--- config.mk ---
export PLATFORM = sky130hd
export DESIGN_NAME = pgm_position_gear
export DESIGN_NICKNAME = d
export VERILOG_FILES = /design/src/design/pgm_hyst_detect.v /design/src/design/pgm_position_gear.v
export VERILOG_INCLUDE_DIRS = /design/src /design/src/design
export SDC_FILE = /design/constraint.sdc
export NUM_CORES = 2
export LEC_CHECK = 0
export BUFFER_PORTS_ARGS = -buffer_cell sky130_fd_sc_hd__buf_2
export CAP_MARGIN = 10
export CORE_AREA = 4 4 219 242
export DETAILED_ROUTE_END_ITERATION = 10
export DIE_AREA = 0 0 223 246
export PLACE_DENSITY_LB_ADDON = 0.1
export SYNTH_ARGS = -nofsm -noshare
export SYNTH_HDL_FRONTEND = slang
export SYNTH_SLANG_ARGS = --single-unit
--- constraint.sdc ---
create_clock -name core_clk_i -period 10.9 [get_ports core_clk_i]
set_input_delay 2.18 -clock core_clk_i [delete_from_list [all_inputs] [get_ports core_clk_i]]
set_output_delay 2.18 -clock core_clk_i [all_outputs]
set_load 0.1 [all_outputs]
--- src/design/pgm_regs.vh ---
// Register offsets, field layouts, reset values and terminal codes of the position helper
`ifndef PGM_REGS_VH
`define PGM_REGS_VH

// ----------------------------------------
// Register byte offsets
// ----------------------------------------
`define PGM_GEAR_NUM_ADDR   8'h00
`define PGM_GEAR_DEN_ADDR   8'h04
`define PGM_INPOS_WID_ADDR  8'h08
`define PGM_HYST_WID_ADDR   8'h0c
`define PGM_ROUGH_RNG_ADDR  8'h10
`define PGM_DET_LOW_ADDR    8'h14
`define PGM_DET_HIGH_ADDR   8'h18
`define PGM_SIDE_SEL_ADDR   8'h1c
`define PGM_TERM_SEL_ADDR   8'h20
`define PGM_FLAGS_ADDR      8'h24
`define PGM_IRQ_STAT_ADDR   8'h28
`define PGM_IRQ_CLR_ADDR    8'h2c
`define PGM_IRQ_EN_ADDR     8'h30

// ----------------------------------------
// Ranges and reset values
// ----------------------------------------
`define PGM_PARAM_MAX       15'h7fff
`define PGM_GEAR_RST        15'h0001
`define PGM_INPOS_RST       15'h0064
`define PGM_HYST_RST        15'h0000
`define PGM_ROUGH_RST       15'h0000
`define PGM_DIGITS_MAX      14'h270f
`define PGM_DIGITS_SCALE    27'h0002710
`define PGM_SIDE_MAX        2'h2
`define PGM_SIDE_BOTH       2'h0
`define PGM_SIDE_PLUS       2'h1
`define PGM_SIDE_MINUS      2'h2
`define PGM_RATIO_LIMIT     10'h384
`define PGM_PULSES_PER_REV  13'h1400
`define PGM_TERM_SEL_RST    24'h000000

// ----------------------------------------
// Flag bit positions (flags, irq status, clear, enable)
// ----------------------------------------
`define PGM_F_INPOS   0
`define PGM_F_BUSY    1
`define PGM_F_DONE    2
`define PGM_F_ROUGH   3
`define PGM_F_DETECT  4
`define PGM_NFLAGS    5

// ----------------------------------------
// Terminal assignment codes; negative logic adds the offset
// ----------------------------------------
`define PGM_CODE_INPOS   8'h24
`define PGM_CODE_DONE    8'h26
`define PGM_CODE_ROUGH   8'h37
`define PGM_CODE_DETECT  8'h3c
`define PGM_CODE_BUSY    8'h3d
`define PGM_CODE_NEG     8'h64

`endif

--- src/design/pgm_hyst_detect.v ---
// One-sided position comparator with hysteresis
`timescale 1ns/1ps
module pgm_hyst_detect (
	input  wire               core_clk_i,
	input  wire               sys_rst_i,
	input  wire               enable_i,
	input  wire signed [32:0] pos_i,
	input  wire signed [32:0] level_i,
	input  wire signed [32:0] hyst_i,
	output reg                flag_o
);

	// ----------------------------------------
	// Set above level, release at or below level minus width
	// ----------------------------------------
	// Hysteresis keeps a position jittering at the level from chattering
	always @(posedge core_clk_i) begin
		if (sys_rst_i || !enable_i) begin
			flag_o <= 1'b0;
		end else if (!flag_o && (pos_i > level_i)) begin
			flag_o <= 1'b1;
		end else if (flag_o && (pos_i <= level_i - hyst_i)) begin
			flag_o <= 1'b0;
		end
	end

endmodule

--- src/design/pgm_position_gear.v ---
// Electronic gear, position status flags, terminal routing and APB registers
//
// Operation
// - Gear numerator and denominator, 1 to 32767
// - Ratio clamped between 1/900 and 900
// - Geared position counts 5120 pulses per rev
// - In-position when geared droop below width
// - Busy flag follows command generation
// - Complete is in-position and not busy
// - Rough match when remaining distance below range
// - Detected when position exceeds detection value
// - Detection value from two four-digit fields
// - Side select: both, plus, minus
// - Hysteresis width stops detect flag chatter
// - Three terminals, code plus hundred inverts
`timescale 1ns/1ps
`include "pgm_regs.vh"
module pgm_position_gear (
	input  wire        core_clk_i,
	input  wire        sys_rst_i,
	input  wire [7:0]  paddr_i,
	input  wire        psel_i,
	input  wire        penable_i,
	input  wire        pwrite_i,
	input  wire [31:0] pwdata_i,
	output reg  [31:0] prdata_o,
	output reg         pready_o,
	output reg         pslverr_o,
	input  wire        cmd_pulse_i,
	input  wire        cmd_dir_i,
	output reg         cmd_ready_o,
	input  wire        cmd_creating_i,
	input  wire [31:0] fb_pos_i,
	input  wire [31:0] target_pos_i,
	input  wire [31:0] cur_pos_i,
	output reg  [2:0]  term_o,
	output reg         irq_o
);

	// ----------------------------------------
	// Configuration registers
	// ----------------------------------------
	reg [14:0]            gear_numerator;
	reg [14:0]            gear_denominator;
	reg [14:0]            in_position_width;
	reg [14:0]            detect_hysteresis_width;
	reg [14:0]            rough_match_range;
	reg [13:0]            detect_value_low_digits;
	reg [13:0]            detect_value_high_digits;
	reg [1:0]             detect_side_select;
	reg [23:0]            term_sel;
	reg [`PGM_NFLAGS-1:0] irq_stat;
	reg [`PGM_NFLAGS-1:0] irq_en;

	// ----------------------------------------
	// Gear state and flags
	// ----------------------------------------
	reg  [15:0]            gear_rem;
	reg                    gear_dir;
	reg  signed [31:0]     gear_cmd_pos;
	reg                    in_position_flag;
	reg                    command_busy_flag;
	reg                    travel_complete_flag;
	reg                    rough_match_flag;
	reg  [`PGM_NFLAGS-1:0] flags_q;
	wire                   position_detected_flag;
	wire                   det_plus;
	wire                   det_minus;

	// ----------------------------------------
	// Ratio clamp
	// ----------------------------------------
	wire [24:0] num_x_lim = gear_numerator * `PGM_RATIO_LIMIT;
	wire [24:0] den_x_lim = gear_denominator * `PGM_RATIO_LIMIT;
	wire        ratio_low = (num_x_lim <= {10'h000, gear_denominator});
	wire        ratio_high = ({10'h000, gear_numerator} >= den_x_lim);
	reg  [14:0] eff_num;
	reg  [14:0] eff_den;

	// Out-of-range ratios collapse to the limit itself
	always @* begin
		if (ratio_low) begin
			eff_num = 15'h0001;
			eff_den = {5'h00, `PGM_RATIO_LIMIT};
		end else if (ratio_high) begin
			eff_num = {5'h00, `PGM_RATIO_LIMIT};
			eff_den = 15'h0001;
		end else begin
			eff_num = gear_numerator;
			eff_den = gear_denominator;
		end
	end

	// ----------------------------------------
	// Gear engine: one motor pulse per clock while remainder covers denominator
	// ----------------------------------------
	// Serial subtraction avoids a divider; a high ratio stalls the source via cmd_ready_o
	wire gear_step = (gear_rem >= {1'b0, eff_den});
	wire cmd_take = cmd_pulse_i && cmd_ready_o;

	always @(posedge core_clk_i) begin
		if (sys_rst_i) begin
			gear_rem     <= 16'h0000;
			gear_dir     <= 1'b0;
			gear_cmd_pos <= 32'sh00000000;
			cmd_ready_o  <= 1'b0;
		end else begin
			if (gear_step) begin
				gear_rem <= gear_rem - {1'b0, eff_den};
				// Each step is one of 5120 motor pulses per revolution
				if (gear_dir) begin
					gear_cmd_pos <= gear_cmd_pos - 32'sh00000001;
				end else begin
					gear_cmd_pos <= gear_cmd_pos + 32'sh00000001;
				end
			end else if (cmd_take) begin
				gear_rem <= gear_rem + {1'b0, eff_num};
				gear_dir <= cmd_dir_i;
			end
			cmd_ready_o <= !gear_step && !cmd_take &&
				(gear_rem < {1'b0, eff_den});
		end
	end

	// ----------------------------------------
	// Distances
	// ----------------------------------------
	wire signed [32:0] droop = {gear_cmd_pos[31], gear_cmd_pos} -
		{fb_pos_i[31], fb_pos_i};
	wire signed [32:0] remain = {target_pos_i[31], target_pos_i} -
		{cur_pos_i[31], cur_pos_i};
	wire        [32:0] droop_mag = droop[32] ? (~droop + 33'h000000001) : droop;
	wire        [32:0] remain_mag = remain[32] ? (~remain + 33'h000000001) : remain;

	// ----------------------------------------
	// Status flags
	// ----------------------------------------
	always @(posedge core_clk_i) begin
		if (sys_rst_i) begin
			in_position_flag     <= 1'b0;
			command_busy_flag    <= 1'b0;
			travel_complete_flag <= 1'b0;
			rough_match_flag     <= 1'b0;
		end else begin
			in_position_flag  <= (droop_mag < {18'h00000, in_position_width});
			// Busy also covers pulses still being geared out
			command_busy_flag <= cmd_creating_i || !cmd_ready_o;
			travel_complete_flag <= in_position_flag && !command_busy_flag;
			rough_match_flag  <= (remain_mag < {18'h00000, rough_match_range});
		end
	end

	// ----------------------------------------
	// Position detection
	// ----------------------------------------
	wire [26:0] det_value = detect_value_high_digits * `PGM_DIGITS_SCALE +
		{13'h0000, detect_value_low_digits};
	wire signed [32:0] det_level = {6'h00, det_value};
	wire signed [32:0] det_hyst = {18'h00000, detect_hysteresis_width};
	wire signed [32:0] cur_ext = {cur_pos_i[31], cur_pos_i};
	wire signed [32:0] cur_neg = ~cur_ext + 33'sh000000001;
	wire plus_en = (detect_side_select != `PGM_SIDE_MINUS);
	wire minus_en = (detect_side_select != `PGM_SIDE_PLUS);

	// Plus side: position above value
	pgm_hyst_detect u_det_plus (
		.core_clk_i (core_clk_i),
		.sys_rst_i  (sys_rst_i),
		.enable_i   (plus_en),
		.pos_i      (cur_ext),
		.level_i    (det_level),
		.hyst_i     (det_hyst),
		.flag_o     (det_plus)
	);

	// Minus side: negated position above value, same hysteresis
	pgm_hyst_detect u_det_minus (
		.core_clk_i (core_clk_i),
		.sys_rst_i  (sys_rst_i),
		.enable_i   (minus_en),
		.pos_i      (cur_neg),
		.level_i    (det_level),
		.hyst_i     (det_hyst),
		.flag_o     (det_minus)
	);

	assign position_detected_flag = det_plus || det_minus;

	wire [`PGM_NFLAGS-1:0] flags = {position_detected_flag, rough_match_flag,
		travel_complete_flag, command_busy_flag, in_position_flag};

	// ----------------------------------------
	// Terminal routing
	// ----------------------------------------
	// Unknown codes drive the terminal low
	function route;
		input [7:0]             code;
		input [`PGM_NFLAGS-1:0] f;
		reg   [7:0]             base;
		reg                     neg;
		reg                     val;
		begin
			neg  = (code >= `PGM_CODE_NEG);
			base = neg ? (code - `PGM_CODE_NEG) : code;
			case (base)
				`PGM_CODE_INPOS:  val = f[`PGM_F_INPOS];
				`PGM_CODE_BUSY:   val = f[`PGM_F_BUSY];
				`PGM_CODE_DONE:   val = f[`PGM_F_DONE];
				`PGM_CODE_ROUGH:  val = f[`PGM_F_ROUGH];
				`PGM_CODE_DETECT: val = f[`PGM_F_DETECT];
				default:          val = neg;
			endcase
			route = neg ? !val : val;
		end
	endfunction

	always @(posedge core_clk_i) begin
		if (sys_rst_i) begin
			term_o <= 3'h0;
		end else begin
			term_o[0] <= route(term_sel[7:0], flags);
			term_o[1] <= route(term_sel[15:8], flags);
			term_o[2] <= route(term_sel[23:16], flags);
		end
	end

	// ----------------------------------------
	// Interrupts: rising flag edges set sticky status
	// ----------------------------------------
	wire                   setup = psel_i && !penable_i && !pready_o;
	wire                   wr = setup && pwrite_i;
	wire                   clr_hit = wr && (paddr_i == `PGM_IRQ_CLR_ADDR);
	wire [`PGM_NFLAGS-1:0] rise = flags & ~flags_q;

	// Set wins over a clear in the same cycle
	always @(posedge core_clk_i) begin
		if (sys_rst_i) begin
			flags_q  <= {`PGM_NFLAGS{1'b0}};
			irq_stat <= {`PGM_NFLAGS{1'b0}};
			irq_o    <= 1'b0;
		end else begin
			flags_q  <= flags;
			irq_stat <= (irq_stat & ~(clr_hit ? pwdata_i[`PGM_NFLAGS-1:0] :
				{`PGM_NFLAGS{1'b0}})) | rise;
			irq_o    <= |(irq_stat & irq_en);
		end
	end

	// ----------------------------------------
	// APB slave: answer in the first access cycle
	// ----------------------------------------
	// Out-of-range values are refused so parameters stay legal
	always @(posedge core_clk_i) begin
		if (sys_rst_i) begin
			gear_numerator           <= `PGM_GEAR_RST;
			gear_denominator         <= `PGM_GEAR_RST;
			in_position_width        <= `PGM_INPOS_RST;
			detect_hysteresis_width  <= `PGM_HYST_RST;
			rough_match_range        <= `PGM_ROUGH_RST;
			detect_value_low_digits  <= 14'h0000;
			detect_value_high_digits <= 14'h0000;
			detect_side_select       <= `PGM_SIDE_BOTH;
			term_sel                 <= `PGM_TERM_SEL_RST;
			irq_en                   <= {`PGM_NFLAGS{1'b0}};
			pready_o                 <= 1'b0;
			pslverr_o                <= 1'b0;
			prdata_o                 <= 32'h00000000;
		end else begin
			pready_o  <= setup;
			pslverr_o <= 1'b0;
			prdata_o  <= 32'h00000000;
			if (setup) begin
				case (paddr_i)
				`PGM_GEAR_NUM_ADDR: begin
					prdata_o <= {17'h00000, gear_numerator};
					if (pwrite_i) begin
						if (pwdata_i[31:15] == 17'h00000 && pwdata_i[14:0] != 15'h0000)
							gear_numerator <= pwdata_i[14:0];
						else
							pslverr_o <= 1'b1;
					end
				end
				`PGM_GEAR_DEN_ADDR: begin
					prdata_o <= {17'h00000, gear_denominator};
					if (pwrite_i) begin
						if (pwdata_i[31:15] == 17'h00000 && pwdata_i[14:0] != 15'h0000)
							gear_denominator <= pwdata_i[14:0];
						else
							pslverr_o <= 1'b1;
					end
				end
				`PGM_INPOS_WID_ADDR: begin
					prdata_o <= {17'h00000, in_position_width};
					if (pwrite_i) begin
						if (pwdata_i[31:15] == 17'h00000)
							in_position_width <= pwdata_i[14:0];
						else
							pslverr_o <= 1'b1;
					end
				end
				`PGM_HYST_WID_ADDR: begin
					prdata_o <= {17'h00000, detect_hysteresis_width};
					if (pwrite_i) begin
						if (pwdata_i[31:15] == 17'h00000)
							detect_hysteresis_width <= pwdata_i[14:0];
						else
							pslverr_o <= 1'b1;
					end
				end
				`PGM_ROUGH_RNG_ADDR: begin
					prdata_o <= {17'h00000, rough_match_range};
					if (pwrite_i) begin
						if (pwdata_i[31:15] == 17'h00000)
							rough_match_range <= pwdata_i[14:0];
						else
							pslverr_o <= 1'b1;
					end
				end
				`PGM_DET_LOW_ADDR: begin
					prdata_o <= {18'h00000, detect_value_low_digits};
					if (pwrite_i) begin
						if (pwdata_i <= {18'h00000, `PGM_DIGITS_MAX})
							detect_value_low_digits <= pwdata_i[13:0];
						else
							pslverr_o <= 1'b1;
					end
				end
				`PGM_DET_HIGH_ADDR: begin
					prdata_o <= {18'h00000, detect_value_high_digits};
					if (pwrite_i) begin
						if (pwdata_i <= {18'h00000, `PGM_DIGITS_MAX})
							detect_value_high_digits <= pwdata_i[13:0];
						else
							pslverr_o <= 1'b1;
					end
				end
				`PGM_SIDE_SEL_ADDR: begin
					prdata_o <= {30'h00000000, detect_side_select};
					if (pwrite_i) begin
						if (pwdata_i <= {30'h00000000, `PGM_SIDE_MAX})
							detect_side_select <= pwdata_i[1:0];
						else
							pslverr_o <= 1'b1;
					end
				end
				`PGM_TERM_SEL_ADDR: begin
					prdata_o <= {8'h00, term_sel};
					if (pwrite_i)
						term_sel <= pwdata_i[23:0];
				end
				`PGM_FLAGS_ADDR: prdata_o <= {27'h0000000, flags};
				`PGM_IRQ_STAT_ADDR: prdata_o <= {27'h0000000, irq_stat};
				`PGM_IRQ_CLR_ADDR: prdata_o <= 32'h00000000;
				`PGM_IRQ_EN_ADDR: begin
					prdata_o <= {27'h0000000, irq_en};
					if (pwrite_i)
						irq_en <= pwdata_i[`PGM_NFLAGS-1:0];
				end
				default: pslverr_o <= 1'b1;
				endcase
			end
		end
	end

endmodule

Yosys cells after proc, flatten, opt, wreduce, memory -nomap -nowiden
Cells that the tools add are included.
{ "classes": {"addsub": 14, "n_mul": 3, "n_lt_le_gt_ge": 15, "eq_ne": 29, "mux": 36, "bitwise": 11, "n_reduce_logical": 53} }
{ "ops": {"columns": ["op", "n"], "rows": [
  ["24-bit one-hot mux with 12 select lines", 1],
  ["8-bit by 6-bit equality test with 1-bit output (second input constant)", 20],
  ["33-bit by 1-bit adder with 33-bit output (second input constant)", 2],
  ["33-bit by 15-bit < comparator with 1-bit output", 2],
  ["33-bit 2-to-1 mux", 2],
  ["33-bit NOT", 2],
  ["32-bit by 32-bit subtractor with 33-bit output", 2],
  ["15-bit 2-to-1 mux", 4],
  ["15-bit by 8-bit multiplier with 23-bit output (second input constant)", 2],
  ["33-bit by 2-bit adder with 33-bit output (second input constant)", 1],
  ["33-bit by 28-bit > comparator with 1-bit output", 1],
  ["33-bit by 28-bit less-or-equal comparator with 1-bit output", 1],
  ["32-bit NOT with 33-bit output", 1],
  ["32-bit by 2-bit adder with 32-bit output (second input constant)", 1],
  ["8-bit by 5-bit equality test with 1-bit output (second input constant)", 4],
  ["32-bit by 28-bit > comparator with 1-bit output", 1],
  ["32-bit by 14-bit less-or-equal comparator with 1-bit output (second input constant)", 1],
  ["32-bit by 2-bit less-or-equal comparator with 1-bit output (second input constant)", 1],
  ["32-bit by 28-bit less-or-equal comparator with 1-bit output", 1],
  ["16-bit 2-to-1 mux", 2],
  ["32-bit 2-to-1 mux", 1],
  ["4-bit AND reduction", 8],
  ["32-bit by 2-bit subtractor with 32-bit output (second input constant)", 1],
  ["27-bit by 15-bit subtractor with 28-bit output", 1],
  ["34 further kinds", 98]
]} }
{ "word_totals": {"regBits": 238, "inputBits": 144, "out_inout_bits": 39, "wordCells": 188} }

Logic depth before layout (Yosys ltp)
{ "logic_depth": {"ltp_word": 9, "depth_mapped": 38, "mapped_depth_nobuf": 37} }

Hierarchy
Synthesis repeated with hierarchy kept, for this count alone.
{ "hier_totals": {"cells_unflattened": 4380, "hier_area_um2": 33490.9} }
{ "by_module_without_submodules": {"columns": ["mod", "instances", "cells_per_inst", "area_per_inst_um2", "seq_area_each_um2"], "rows": [
  ["pgm_position_gear", 1, 3464, 26621.8, 4564.4],
  ["pgm_hyst_detect", 2, 458, 3434.5, 20.0]
]} }

Least setup slack after synthesis
Ideal clock, no wire load.
{ "synth_path": {"kind": "reg2reg", "start": "register gear_numerator[3]", "end": "register gear_rem[15]", "setup_ps": 70, "arrival_time_ps": 7756, "required_time_ps": 10830, "path_slack_ps": 3073, "path_stages_with_launch": 38, "path_buffers": 3, "synth_period_minus_slack_ps": 7827, "path_cell_list": "dfxtp_1 fa_1 ha_1 inv_1 fa_1 inv_1 ha_1 inv_1 fa_1 nor2b_1 o21ai_0 a21boi_0 o21ai_0 a21oi_1 o21ai_0 a21boi_0 o21ai_0 a21boi_0 (+2 left out) nand4_1 clkbuf_1 a21boi_0 ha_1 nor2b_1 o21ai_0 a21boi_0 o21ai_0 a21boi_0 o21ai_0 a21oi_1 o41a_1 o21ai_0 a31o_2 clkbuf_1 clkbuf_1 nand3_1 a21oi_1"} }
{ "synth_via": {"elab_chain_len": 6, "elab_cells_between_ends": 13, "classes_between": "add/sub (2); mul (1); order compare (3); mux (6); reduce/logical (1)"} }
{ "synth_lines": {"columns": ["item", "line", "source"], "rows": [
  ["start: declaration", "pgm_position_gear.v:43", "reg [14:0] gear_numerator;"],
  ["start signal: assignment", "pgm_position_gear.v:255", "gear_numerator <= `PGM_GEAR_RST;"],
  ["start signal: assignment", "pgm_position_gear.v:278", "gear_numerator <= pwdata_i[14:0];"],
  ["15-bit by 8-bit multiplier with 23-bit output (no source line) / 15-bit by 25-bit >= comparator with 1-bit output (equally long branches)", null, null],
  ["25-bit by 15-bit less-or-equal comparator with 1-bit output / 15-bit 2-to-1 mux (equally long branches)", "pgm_position_gear.v:75, pgm_position_gear.v:85", null],
  ["15-bit 2-to-1 mux", "pgm_position_gear.v:82", "if (ratio_low) begin"],
  ["16-bit by 15-bit adder with 16-bit output", "pgm_position_gear.v:117", "gear_rem <= gear_rem + {1'b0, eff_num};"],
  ["16-bit 2-to-1 mux", "pgm_position_gear.v:116", "end else if (cmd_take) begin"],
  ["16-bit 2-to-1 mux", "pgm_position_gear.v:108", "if (gear_step) begin"],
  ["end signal: assignment", "pgm_position_gear.v:109", "gear_rem <= gear_rem - {1'b0, eff_den};"],
  ["end signal: assignment", "pgm_position_gear.v:117", null],
  ["end: declaration", "pgm_position_gear.v:58", "reg [15:0] gear_rem;"]
]} }
Several ways; a longest one is shown, not always the timed one. The select of a mux whose other input is x is not followed.
A chain may end at the register's enable or synchronous reset.

Final worst setup path
{ "layout_path": {"start": "register gear_numerator[3]", "end": "register gear_cmd_pos[24]"} }
{ "layout_via": {"elab_chain_len": 4, "elab_cells_between_ends": 6, "classes_between": "mul (1); order compare (3); mux (2)"} }
{ "layout_lines": {"columns": ["item", "line", "source"], "rows": [
  ["15-bit by 8-bit multiplier with 23-bit output (no source line) / 15-bit by 25-bit >= comparator with 1-bit output (equally long branches)", null, null],
  ["25-bit by 15-bit less-or-equal comparator with 1-bit output / 15-bit 2-to-1 mux (equally long branches)", "pgm_position_gear.v:75, pgm_position_gear.v:85", null],
  ["15-bit 2-to-1 mux *", "pgm_position_gear.v:82", null],
  ["16-bit by 15-bit >= comparator with 1-bit output *", "pgm_position_gear.v:98", "wire gear_step = (gear_rem >= {1'b0, eff_den});"],
  ["end signal: assignment", "pgm_position_gear.v:112", "gear_cmd_pos <= gear_cmd_pos - 32'sh00000001;"],
  ["end signal: assignment", "pgm_position_gear.v:114", "gear_cmd_pos <= gear_cmd_pos + 32'sh00000001;"],
  ["end: declaration", "pgm_position_gear.v:60", "reg signed [31:0] gear_cmd_pos;"]
]} }
Every way passes the cells marked *; elsewhere a longest branch is shown, timed or not.

==> out/qor.txt <==
Layout Area Growth over Synthesis: 7.476%
status: complete, no violations
Port-buffer cells: 174
Die H: 246 um
Initial Util: 59.79%
CTS clock-pin slew for the worst setup and hold paths: 0.06 ns
ranking of synthesized cells by area: ha_1, dfxtp_1, a21oi_1, fa_1, inv_1
max-cap viol count: 0
CTS buffer count: 27
crit end category: register
Gate Count Post-Synth: 3918
WL per Instance: 18.58 um
DRT Pass-1 Iters: 8
relative slew slack: 20.54%
Syn Area/Cell: 7.668 um2
GRT Total Usage: 30.43%
XOR/XNOR share of the synthesized area: 7.143%
Worst EP arrival: 9.45 ns
P_leak: 15.14 nW
Overflow after GRT: 0
Fill cells: 4604
vias per cell: 6.054
antenna viol nets, final: 0
Finish-stage setup viols: 0
Core Box Area: 50250 um2
clock sinks: 230
largest family of logic cells by synthesized area: adder cells
Setup crit start: gear_numerator[3]$_SDFFE_PP0P_
GPL Wtd Cong: 1.002
cts hold-fix bufs: 0
Tcrit/Tclk final: 82.69%
Remaining DRCs: 0
CTS H-tree lvls: 1
initial antenna violation count: 4
Vias: 28417
reg2reg start: gear_numerator[3]$_SDFFE_PP0P_
nets: 4732
TritonCTS clock tree: done
final core utilization: 64.25%
share of layout cells above drive strength 1: 7.370%
postcts setup bufs: 0
post-synth top area cell: ha_1
Top cell by count, worst path: o21ai_0
top cell type's share of synthesized area: 20.70%
WL final: 87200 um
RSZ-0062 raised after global routing: false
CP max stage cell: dfxtp_1
CP Class: reg -> reg
clock skew: 0.02428 ns
Hold Crit Class: reg -> reg
Die X: 223 um
Final Slew Violations: 0
commonest cells after routing, fill and taps aside: ha_1, inv_1, nand2_1, a21oi_1, nor2_1
Post-synth EDFFs: 0
final hold slack: 0.4811 ns
DRT iter0 DRCs: 2255
overall power: 3.248 mW
final worst setup slack: 1.886 ns
multi-input logic area: 23370 um2
setup TNS: 0 ns
fmax: 110.9 MHz
Critical Path RT: 11.34 ns
power per cell area: 100.6 nW/um2
largest net degree at the start of global routing: 69
Hold Crit Start: detect_hysteresis_width[9]$_SDFFE_PP0P_
R2R cell count: 36
FFs w/ async S/R, synth: 0%
Max clock buf depth: 3
IO Count: 183
global-route wire length before repair: 139300 um
multiplexer area fraction after synthesis: 2.157%
area of the die: 54860 um2
Compound-Gate Fraction of Synth Area: 22.60%
most common library cell in the layout ignoring fill and taps: ha_1
post-synthesis sequential area ratio: 15.33%
Ys Warns: 0
Hold Crit Depth: 2
clk root buf: clkbuf_16
post-CTS sizing: 0
clk_lat worst skew: 0.58 ns
standard-cell row count: 86
Netlist Area Pre-Place: 30040 um2
Crit Path Max Fanout: 32
DP Worst Slack: 1.997 ns
Startpoint Class: register
vias in the first global route: 26928
Post-Synth Adder-Cell Area: 26.13%
synth unique cells: 97
slowest stage delay, CP: 0.57 ns
register area: 4604 um2
simple logic cell fraction of the synthesized area: 19.58%
Main synth FF type: dfxtp_1
post-layout min period: 9.014 ns
Yosys reg bits: 230
Hold Vio Cnt, Final: 0
placed wire-length estimate: 69300 um
Worst Tran Pin Value: 1.188 ns
VDD IR max: 218.6 uV
logic make-up after synthesis:
logic type | count (synthesis)
compound gates | 1045
xor+xnor | 241
fa+ha+maj | 580
buf+inv | 554
flops | 230
mux | 64
other cells | 1
simple gates | 1203
synth_stat cells, types with 55 or more instances:
cell type / number
o21a_1: 55
clkbuf_1: 120
ha_1: 497
a21o_1: 101
xnor2_1: 167
a21oi_1: 340
o21ai_0: 171
nand3_1: 94
inv_1: 415
nor2_1: 285
mux2i_1: 58
dfxtp_1: 230
xor2_1: 71
fa_1: 80
nor3_1: 73
nand4_1: 61
nand2_1: 364
path summary, 6_finish.rpt:
check | to | slack [ns]
worst max register to register | gear_cmd_pos[24]$_SDFFE_PP0N_ | 1.89
worst min-delay path | detect_hysteresis_width[9]$_SDFFE_PP0P_ | 0.48
worst min register to register | detect_hysteresis_width[9]$_SDFFE_PP0P_ | 0.48
worst max-delay path | gear_cmd_pos[24]$_SDFFE_PP0N_ | 1.89
metrics by stage:
step                instance area (um2)  instances
global placement                  31400       4642
CTS                               32280       4690
floorplan                         30070       3925
detailed placement                31400       4642
global route                      32280       4691
finish                            32290       4694
state kept, by name, summed over array words and instances, names as in the netlist, 2 cells and up:
register,flops
gear_cmd_pos,32
prdata_o,24
term_sel,24
gear_rem,16
detect_hysteresis_width,15
gear_denominator,15
gear_numerator,15
in_position_width,15
rough_match_range,15
detect_value_high_digits,14
detect_value_low_digits,14
flags_q,5
irq_en,5
irq_stat,5
term_o,3
detect_side_select,2
cell type report:
type	instances	area share, %
clock inverters	13	0.3991
clock buffers	35	2.310
repair buffers	196	3.228
diodes	4	0.03100
multi-input cells	3141	72.39
flip-flops and latches	230	14.26
inverters	415	4.824
well taps	660	2.558
critical path, delay by kind of cell (launching register included):
kind                     cells  cell delay (ns)
adder cells (fa/ha/maj)      7             2.46
flip-flops                   1             0.57
AO/OA/AOI/OAI               19             3.87
AND/OR/NAND/NOR              6             1.50
buffers and inverters        4             0.44
per-layer routing:
metal  wire length [um]  track usage [%]  part of all wire [%]  vias to the layer above
met5                  0                0                     0                        -
met2              39600            50.94                    45                      938
met3               5773            3.813                   6.6                      241
met1              37430            39.50                    43                    13108
met4               4396            13.33                   5.0                        0
li1                   -                -                     -                    14130
report_power, final:
group          total, mW  switching [mW]  leakage, nW  internal, mW
clock network      0.908           0.396        0.428         0.511
registers          0.930          0.0436         1.86         0.886
logic               1.41           0.858         12.9         0.553
Power figures use the tool's default switching activity.
